===== src/flash_seq_pkg.sv =====
// Shared constants for the flash self-programming sequencer
package flash_seq_pkg;

  // ****************************************
  // Page geometry
  // ****************************************
  localparam int WORD_BITS = 5;
  localparam int PAGE_WORDS = 32;
  localparam int PAGE_BITS = 10;
  localparam int PTR_WORD_LSB = 1;
  localparam int PTR_PAGE_LSB = 6;
  localparam int DATA_BITS = 16;
  localparam logic [15:0] ERASED_WORD = 16'hffff;

  // ****************************************
  // APB register offsets (byte addresses)
  // ****************************************
  localparam logic [7:0] CTRL_OFFSET = 8'h00;
  localparam logic [7:0] STATUS_OFFSET = 8'h04;
  localparam logic [7:0] VALID_OFFSET = 8'h08;

  // ****************************************
  // Store-program control register
  // ****************************************
  localparam logic [7:0] CMD_LOAD = 8'h01;
  localparam logic [7:0] CMD_ERASE = 8'h03;
  localparam logic [7:0] CMD_WRITE = 8'h05;
  localparam logic [7:0] CMD_CLEAR = 8'h11;
  localparam logic [7:0] CTRL_RESET = 8'h00;

  // Status register bit positions
  localparam int ST_BUSY = 0;
  localparam int ST_ERASING = 1;
  localparam int ST_WRITING = 2;
  localparam int ST_FUSE_OK = 3;
  localparam int ST_PENDING = 4;
  localparam int ST_EXPIRED = 5;

  // ****************************************
  // Timing
  // ****************************************
  localparam logic [2:0] SPM_WINDOW_CYCLES = 3'h4;
  localparam int CLOCK_PERIOD_NS = 50;
  localparam int PROG_TIME_MIN_NS = 3700000;
  localparam int PROG_CYCLES =
    (PROG_TIME_MIN_NS + CLOCK_PERIOD_NS - 1) / CLOCK_PERIOD_NS;

  typedef enum logic [1:0] {
    SEQ_IDLE,
    SEQ_ERASE,
    SEQ_STREAM,
    SEQ_PROGRAM
  } seq_state_type;

endpackage : flash_seq_pkg


===== src/page_buffer.sv =====
// Temporary page buffer storage with registered read data
`timescale 1ns/1ns
module page_buffer (
  input wire logic clock_i,                                   // System clock
  input wire logic wr_en_i,                                   // Write strobe
  input wire logic [flash_seq_pkg::WORD_BITS-1:0] wr_addr_i,  // Write word index
  input wire logic [flash_seq_pkg::DATA_BITS-1:0] wr_data_i,  // Write data
  input wire logic [flash_seq_pkg::WORD_BITS-1:0] rd_addr_i,  // Read word index
  output logic [flash_seq_pkg::DATA_BITS-1:0] rd_data_o       // Read data, one cycle late
);

  logic [flash_seq_pkg::DATA_BITS-1:0] mem [flash_seq_pkg::PAGE_WORDS];

  always_ff @(posedge clock_i) begin
    if (wr_en_i) begin
      mem[wr_addr_i] <= wr_data_i;
    end
  end

  always_ff @(posedge clock_i) begin
    rd_data_o <= mem[rd_addr_i];
  end

endmodule : page_buffer


===== src/flash_self_program_sequencer.sv =====
// Flash self-programming sequencer: command window, page buffer, erase and write
`timescale 1ns/1ns
module flash_self_program_sequencer #(
  parameter int PROG_CYCLES = flash_seq_pkg::PROG_CYCLES
) (
  input wire logic clock_i,                                     // System clock, 20 MHz
  input wire logic rst_i,                                       // Sync reset, active high
  input wire logic psel,                                        // APB select
  input wire logic penable,                                     // APB enable
  input wire logic pwrite,                                      // APB direction
  input wire logic [7:0] paddr,                                 // APB byte address
  input wire logic [31:0] pwdata,                               // APB write data
  output logic [31:0] prdata,                                   // APB read data
  output logic pready,                                          // APB ready
  output logic pslverr,                                         // APB error
  input wire logic self_program_enable_fuse_i,                  // Fuse pin, 0 = programmed
  input wire logic spm_i,                                       // Store-program strobe
  input wire logic [15:0] pointer_i,                            // Flash address pointer
  input wire logic [15:0] data_word_registers_i,                // Word to load
  output logic cpu_halt_o,                                      // Stall CPU execution
  output logic flash_erase_o,                                   // Erase pulse to array
  output logic flash_wstrobe_o,                                 // Word program strobe
  output logic [flash_seq_pkg::PAGE_BITS-1:0] flash_page_o,     // Target page
  output logic [flash_seq_pkg::WORD_BITS-1:0] flash_word_o,     // Target word
  output logic [flash_seq_pkg::DATA_BITS-1:0] flash_wdata_o     // Word to program
);

  // ****************************************
  // Pointer decoding
  // ****************************************
  function automatic logic [flash_seq_pkg::WORD_BITS-1:0] word_field(input logic [15:0] p);
    word_field = p[flash_seq_pkg::PTR_WORD_LSB +: flash_seq_pkg::WORD_BITS];
  endfunction : word_field

  function automatic logic [flash_seq_pkg::PAGE_BITS-1:0] page_field(input logic [15:0] p);
    page_field = p[flash_seq_pkg::PTR_PAGE_LSB +: flash_seq_pkg::PAGE_BITS];
  endfunction : page_field

  // Status snapshot; the busy bits let software poll instead of counting cycles
  function automatic logic [31:0] status_word(input flash_seq_pkg::seq_state_type s,
                                              input logic fuse_n,
                                              input logic pending,
                                              input logic lapsed);
    status_word = 32'h0000_0000;
    status_word[flash_seq_pkg::ST_BUSY] = s != flash_seq_pkg::SEQ_IDLE;
    status_word[flash_seq_pkg::ST_ERASING] = s == flash_seq_pkg::SEQ_ERASE;
    status_word[flash_seq_pkg::ST_WRITING] = (s == flash_seq_pkg::SEQ_STREAM) ||
                                             (s == flash_seq_pkg::SEQ_PROGRAM);
    status_word[flash_seq_pkg::ST_FUSE_OK] = !fuse_n;
    status_word[flash_seq_pkg::ST_PENDING] = pending;
    status_word[flash_seq_pkg::ST_EXPIRED] = lapsed;
  endfunction : status_word

  flash_seq_pkg::seq_state_type state_reg;
  logic fuse_meta_reg;
  logic fuse_sync_reg;
  logic [7:0] store_program_control_reg;
  logic [2:0] window_reg;
  logic expired_reg;
  logic [flash_seq_pkg::PAGE_WORDS-1:0] valid_reg;
  logic [31:0] time_reg;
  logic [flash_seq_pkg::WORD_BITS-1:0] stream_idx_reg;
  logic stream_out_reg;
  logic [flash_seq_pkg::WORD_BITS-1:0] stream_word_reg;
  logic [flash_seq_pkg::DATA_BITS-1:0] buf_rd_data;
  logic wr_access;
  logic ctrl_write;
  logic spm_taken;
  logic do_load;
  logic do_erase;
  logic do_write;
  logic do_clear;
  logic prog_done;
  logic erase_done;
  logic stream_done;

  // ****************************************
  // Fuse synchroniser
  // ****************************************
  always_ff @(posedge clock_i) begin
    if (rst_i) begin
      fuse_meta_reg <= 1'b1;
      fuse_sync_reg <= 1'b1;
    end else begin
      fuse_meta_reg <= self_program_enable_fuse_i;
      fuse_sync_reg <= fuse_meta_reg;
    end
  end

  // ****************************************
  // APB slave, zero wait states
  // ****************************************
  assign pready = 1'b1;
  assign wr_access = psel && penable && pwrite;
  // Control writes are refused while an operation runs; the CPU is halted then anyway
  assign ctrl_write = wr_access && (paddr == flash_seq_pkg::CTRL_OFFSET) &&
                      (state_reg == flash_seq_pkg::SEQ_IDLE);

  always_comb begin
    pslverr = 1'b0;
    if (psel && penable) begin
      pslverr = !((paddr == flash_seq_pkg::CTRL_OFFSET) ||
                  (!pwrite && (paddr == flash_seq_pkg::STATUS_OFFSET)) ||
                  (!pwrite && (paddr == flash_seq_pkg::VALID_OFFSET)));
    end
  end

  always_ff @(posedge clock_i) begin
    if (rst_i) begin
      prdata <= 32'h0000_0000;
    end else if (psel && !penable && !pwrite) begin
      unique case (paddr)
        flash_seq_pkg::CTRL_OFFSET: prdata <= {24'h00_0000, store_program_control_reg};
        flash_seq_pkg::STATUS_OFFSET: begin
          prdata <= status_word(state_reg, fuse_sync_reg, window_reg != 3'h0, expired_reg);
        end
        flash_seq_pkg::VALID_OFFSET: prdata <= valid_reg;
        default: prdata <= 32'h0000_0000;
      endcase
    end
  end

  // ****************************************
  // Command window
  // ****************************************
  // The instruction is accepted only in the cycles counted down after the command write
  assign spm_taken = spm_i && (window_reg != 3'h0) && !fuse_sync_reg;
  assign do_load = spm_taken && (store_program_control_reg == flash_seq_pkg::CMD_LOAD);
  assign do_erase = spm_taken && (store_program_control_reg == flash_seq_pkg::CMD_ERASE);
  assign do_write = spm_taken && (store_program_control_reg == flash_seq_pkg::CMD_WRITE);
  assign do_clear = spm_taken && (store_program_control_reg == flash_seq_pkg::CMD_CLEAR);

  // Code is cleared on acceptance or lapse so a stale code can never be replayed
  always_ff @(posedge clock_i) begin
    if (rst_i) begin
      store_program_control_reg <= flash_seq_pkg::CTRL_RESET;
    end else if (ctrl_write) begin
      store_program_control_reg <= pwdata[7:0];
    end else if (spm_taken || (window_reg == 3'h1)) begin
      store_program_control_reg <= flash_seq_pkg::CTRL_RESET;
    end
  end

  always_ff @(posedge clock_i) begin
    if (rst_i) begin
      window_reg <= 3'h0;
    end else if (ctrl_write) begin
      window_reg <= flash_seq_pkg::SPM_WINDOW_CYCLES;
    end else if (spm_taken) begin
      window_reg <= 3'h0;
    end else if (window_reg != 3'h0) begin
      window_reg <= window_reg - 3'h1;
    end
  end

  // Window closes with no instruction: the command is dropped
  always_ff @(posedge clock_i) begin
    if (rst_i || ctrl_write) begin
      expired_reg <= 1'b0;
    end else if (!spm_taken && (window_reg == 3'h1)) begin
      expired_reg <= 1'b1;
    end
  end

  // ****************************************
  // Page buffer and its loaded-word map
  // ****************************************
  page_buffer u_page_buffer (
    .clock_i(clock_i),
    .wr_en_i(do_load),
    .wr_addr_i(word_field(pointer_i)),
    .wr_data_i(data_word_registers_i),
    .rd_addr_i(stream_idx_reg),
    .rd_data_o(buf_rd_data)
  );

  // Unloaded words stream out as erased so the array keeps them blank
  always_ff @(posedge clock_i) begin
    if (rst_i || do_clear || prog_done) begin
      valid_reg <= '0;
    end else if (do_load) begin
      valid_reg[word_field(pointer_i)] <= 1'b1;
    end
  end

  // ****************************************
  // Erase and write sequencing
  // ****************************************
  assign prog_done = (state_reg == flash_seq_pkg::SEQ_PROGRAM) && (time_reg == 32'h0000_0001);
  assign erase_done = (state_reg == flash_seq_pkg::SEQ_ERASE) && (time_reg == 32'h0000_0001);
  assign stream_done = (state_reg == flash_seq_pkg::SEQ_STREAM) &&
    (stream_idx_reg == flash_seq_pkg::WORD_BITS'(flash_seq_pkg::PAGE_WORDS - 1));

  always_ff @(posedge clock_i) begin
    if (rst_i) begin
      state_reg <= flash_seq_pkg::SEQ_IDLE;
    end else begin
      unique case (state_reg)
        flash_seq_pkg::SEQ_IDLE: begin
          if (do_erase) begin
            state_reg <= flash_seq_pkg::SEQ_ERASE;
          end else if (do_write) begin
            state_reg <= flash_seq_pkg::SEQ_STREAM;
          end
        end
        flash_seq_pkg::SEQ_ERASE: begin
          if (erase_done) begin
            state_reg <= flash_seq_pkg::SEQ_IDLE;
          end
        end
        flash_seq_pkg::SEQ_STREAM: begin
          if (stream_done) begin
            state_reg <= flash_seq_pkg::SEQ_PROGRAM;
          end
        end
        flash_seq_pkg::SEQ_PROGRAM: begin
          if (prog_done) begin
            state_reg <= flash_seq_pkg::SEQ_IDLE;
          end
        end
      endcase
    end
  end

  // One down-counter times both the erase and the programming pulse
  always_ff @(posedge clock_i) begin
    if (rst_i) begin
      time_reg <= 32'h0000_0000;
    end else if (do_erase || stream_done) begin
      time_reg <= 32'(PROG_CYCLES);
    end else if (time_reg != 32'h0000_0000) begin
      time_reg <= time_reg - 32'h0000_0001;
    end
  end

  // Walks the buffer once per page write; parked at zero otherwise
  always_ff @(posedge clock_i) begin
    if (rst_i || (state_reg != flash_seq_pkg::SEQ_STREAM)) begin
      stream_idx_reg <= '0;
    end else begin
      stream_idx_reg <= stream_idx_reg + 1'b1;
    end
  end

  // Read data lags the index by one cycle, so the stream output is delayed to match
  always_ff @(posedge clock_i) begin
    if (rst_i) begin
      stream_out_reg <= 1'b0;
      stream_word_reg <= '0;
    end else begin
      stream_out_reg <= state_reg == flash_seq_pkg::SEQ_STREAM;
      stream_word_reg <= stream_idx_reg;
    end
  end

  // ****************************************
  // Flash array outputs
  // ****************************************
  always_ff @(posedge clock_i) begin
    if (rst_i) begin
      flash_erase_o <= 1'b0;
    end else begin
      flash_erase_o <= do_erase;
    end
  end

  // Page latched at acceptance: later pointer changes cannot retarget a running operation
  always_ff @(posedge clock_i) begin
    if (rst_i) begin
      flash_page_o <= '0;
    end else if (do_erase || do_write) begin
      flash_page_o <= page_field(pointer_i);
    end
  end

  always_ff @(posedge clock_i) begin
    if (rst_i) begin
      flash_wstrobe_o <= 1'b0;
      flash_word_o <= '0;
      flash_wdata_o <= flash_seq_pkg::ERASED_WORD;
    end else begin
      flash_wstrobe_o <= stream_out_reg;
      flash_word_o <= stream_word_reg;
      flash_wdata_o <= valid_reg[stream_word_reg] ? buf_rd_data : flash_seq_pkg::ERASED_WORD;
    end
  end

  // Halt from the accepting cycle on so the CPU never runs past the instruction
  assign cpu_halt_o = do_erase || do_write ||
                      (state_reg != flash_seq_pkg::SEQ_IDLE);

endmodule : flash_self_program_sequencer


===== config.mk =====
export PLATFORM = sky130hd
export DESIGN_NAME = flash_self_program_sequencer
export DESIGN_NICKNAME = d
export VERILOG_FILES = /design/src/flash_seq_pkg.sv /design/src/page_buffer.sv /design/src/flash_self_program_sequencer.sv
export SDC_FILE = /design/constraint.sdc
export NUM_CORES = 1
export LEC_CHECK = 0
export BUFFER_PORTS_ARGS = -buffer_cell sky130_fd_sc_hd__buf_2
export CORE_MARGIN = 2
export CORE_UTILIZATION = 57
export CTS_BUF_LIST = sky130_fd_sc_hd__clkbuf_2
export DETAILED_ROUTE_END_ITERATION = 6
export HOLD_SLACK_MARGIN = 0.1
export MAX_ROUTING_LAYER = met4
export PLACE_DENSITY = 0.78
export SETUP_SLACK_MARGIN = 0.5
export SLEW_MARGIN = 20
export SYNTH_ARGS = -nofsm -noshare
export SYNTH_HDL_FRONTEND = slang
export SYNTH_SLANG_ARGS = --single-unit

===== constraint.sdc =====
create_clock -name clock_i -period 2.7 [get_ports clock_i]
set_input_delay 0.135 -clock clock_i [delete_from_list [all_inputs] [get_ports clock_i]]
set_output_delay 0.135 -clock clock_i [all_outputs]
set_load 0.05 [all_outputs]

==> impl_metrics.yaml <==
yosys:
  postSynthCellCount: 1452
  synth_fa_ha_area_share_pct: 0.373
  syn_nets: 1538
  ys_warn_count: 0
  synth_cell_types: 64
  async_flop_share_pct: 0
  yosys.area.top_type: "edfxtp_1"
  synth_ff_type: "edfxtp_1"
  ys_seq_area_share_pct: 72.0
  syn_avg_cell_area_um2: 18.0
  synth_top_family_by_area: "multiplexers"
  syn_area_um2: 26100
  synth_simple_gate_area_share_pct: 6.64
  synth_edf_count: 512
  synth-seq-cells: 684
  synth_compound_area_share_pct: 3.73
  synth_area_leaders: "edfxtp_1, mux4_2, dfxtp_1, a21oi_1, nor2_1"
  synth_xor_area_share_pct: 0.436
  synth_mux_area_share_pct: 15.5
  yosysTopAreaCellShare_pct: 58.8
worst_setup_path:
  crit_fanout: 6
  regToRegEndpoint: "u_page_buffer.mem[3][1]"
  path_cells: "inv_2, ha_4, nor2b_4, nor4_4, buf_4, nand2_4, nand2_4, buf_8"
  critical_path_arrival_ns: 2.83
  crit_slowest_cell: "dfxtp_2"
  r2r_slack_ns: -0.07
  crit_top_cell: "nand2_4"
  cpPeakStageDelay_ns: 0.37
  worst_setup_path_start_kind: "flop"
  crit_type: "flop to output port"
  worst_ep_required_time_ns: 2.57
  r2r-start: "store_program_control_reg[0]"
  endpoint_kind: "output port"
  rr_worst_depth: 9
clock_tree:
  numCtsBuffers: 161
  cts_tree: "done"
  clock_latency_ns: 1.41
  htreeDepth: 4
  cts_root_buf: "clkbuf_2"
  cts_buffer_depth: 3
  clk_pin_slew_ns: 0.12
  cts_sinks: 684
worst_hold_path:
  hold_end: "prdata[2]"
  hp-class: "primary input to flop"
  min-delay-start: "paddr[3]"
  min_delay_path_depth: 6
timing:
  hold_violations: 0
  tightest_slew_ns: 1.10
  period_needed_ns: 2.97
  period_share_pct: 110
  grt_setup_unrepaired: "true"
  fin_skew_ns: 0.113
  maxSlewHeadroom_pct: 26.5
  setup_violations: 23
  finalSetupTns_ns: -0.726
  setup_ws_ns: -0.265
  fmax_ghz: 0.337
  slew_viol_final: 0
final_layout:
  final_common_cell: "edfxtp_1"
  n_fill_cell: 2565
  final_util_pct: 72.3
  largest_register_ffs: 512
  multi_input_area_um2: 7370
  finalNetCount: 2031
  seq_area_um2: 18800
  drive_above_1_share_pct: 39.3
  regMostFlops: "u_page_buffer.mem"
  area_delta_synth_final_pct: 25.3
  mostFrequentLayoutCells: "edfxtp_1, clkbuf_2, mux4_2, dfxtp_1, buf_2"
  fin_area_um2: 32800
die:
  die_area_um2: 47600
  fp.dieW_um: 218
  core_area_um2: 45300
  die_y_um: 218
  start_util_pct: 57.7
  std_cell_rows: 78
  io_pins: 147
run_status:
  failed_checks: "design-rule violations, negative setup slack"
  status: "finished, violations left"
power_and_ir_drop:
  p_per_area_nw_per_um2: 676
  power_leakage_nw: 11.1
  ir_drop_mv: 0.965
  totalPowerFinal_mw: 22.1
drt:
  num_vias: 17100
  postRouteAntennaNets: 0
  drt-initial-drc-count: 2194
  drtPass1Iterations: 7
  drt_wl_total_mm: 76.8
  post_drt_via_cell_ratio: 6.40
  wl_per_cell_um: 28.7
  drc: 3
global_route:
  grt_max_degree: 71
  track_usage_pct: 32.1
  first_global_vias: 17100
  grt_remaining_overflow: 0
  antenna_found_initial: 2
  grt_pass1_wl_mm: 105
placement:
  place_area_um2: 28500
  hpwlAfterDp_mm: 35.0
  place_congestion: 0.885
  portBuffers: 120
run:
  max-cap-violations: 0
Yosys cell counts (6+ instances only):
cell      number
edfxtp_1     512
dfxtp_1      172
mux4_2       168
a21oi_1       70
nor2_1        68
nand2_1       58
clkbuf_1      53
nand3_1       38
o21a_1        34
nand2b_1      27
mux2_2        19
or3_1         18
nor2b_1       16
o21ai_0       16
buf_2         15
nor3_1        14
nand3b_1      12
buf_1          9
or4_1          9
xnor2_1        8
ha_1           7
inv_1          7
nor4_1         7
nand4b_1       6
o31ai_1        6
or2_2          6
worst max path at each step:
stage,from,endpoint,slack [ns],cells after the start
finish,window_reg[0],cpu_halt_o,-0.27,8
global route,window_reg[0],cpu_halt_o,-0.43,8
CTS,store_program_control_reg[5],cpu_halt_o,-0.35,6
detailed placement,store_program_control_reg[2],u_page_buffer.mem[12][1],0.04,5
global placement,store_program_control_reg[3],u_page_buffer.mem[12][15],0.09,5
floorplan,store_program_control_reg[3],u_page_buffer.mem[24][0],0.21,4
cell type report:
cell class,instances,share of cell area [%]
Multi-Input combinational cell,682,22.5
Timing Repair Buffer,409,12.9
Sequential cell,684,57.5
Inverter,7,0.0802
Clock inverter,45,0.993
Clock buffer,242,3.70
Antenna cell,7,0.0535
Tap cell,600,2.29
repair_timing:
| item | CTS | global route |
|---|---|---|
| hold endpoints to repair | 1180 | 387 |
| cloned | 12 | 8 |
| gates resized for setup | 75 | 42 |
| hold buffers | 128 | 13 |
| setup buffers | 24 | 25 |
| setup endpoints to repair | 642 | 663 |
| pin swaps | 14 | 16 |
cells by family after synthesis:
family          Yosys count
compound gates          154
xor+xnor                 13
fa+ha+maj                 8
buf+inv                  86
flops                   684
mux                     192
other cells               1
simple gates            314
power breakdown:
part,switching (mW),internal [mW]
sequential,0.300,11.5
clock,4.28,2.86
combinational,1.81,1.37
total,6.40,15.7
stage by stage:
| stage | setup slack (ns) | hold slack, ns | instances |
|---|---|---|---|
| 5_1_grt | -0.434 | 0.133 | 2676 |
| 6_report | -0.265 | 0.213 | 2676 |
| 4_1_cts | -0.349 | 0.0702 | 2624 |
| 2_1_floorplan | 0.206 | 0.218 | 1452 |
| 3_5_place_dp | 0.0436 | 0.323 | 2173 |
| 3_3_place_gp | 0.0921 | 0.322 | 2173 |
worst max-delay path, delay by kind of cell (launching register included):
kind	cells	cell delay, ns
adder cells (fa/ha/maj)	1	0.15
buffers and inverters	3	0.39
flip-flops	1	0.37
AND/OR/NAND/NOR	4	0.57
routing by layer:
metal | track usage (%) | up-vias | wire length, um | share of wire, %
met5 | - | - | 0 | 0
met4 | 17.0 | 0 | 4110 | 5.3
met3 | 8.32 | 319 | 8410 | 11
met2 | 50.8 | 1380 | 38100 | 50
met1 | 38.0 | 8504 | 26200 | 34
li1 | - | 6918 | - | -
Power figures use the tool's default switching activity.
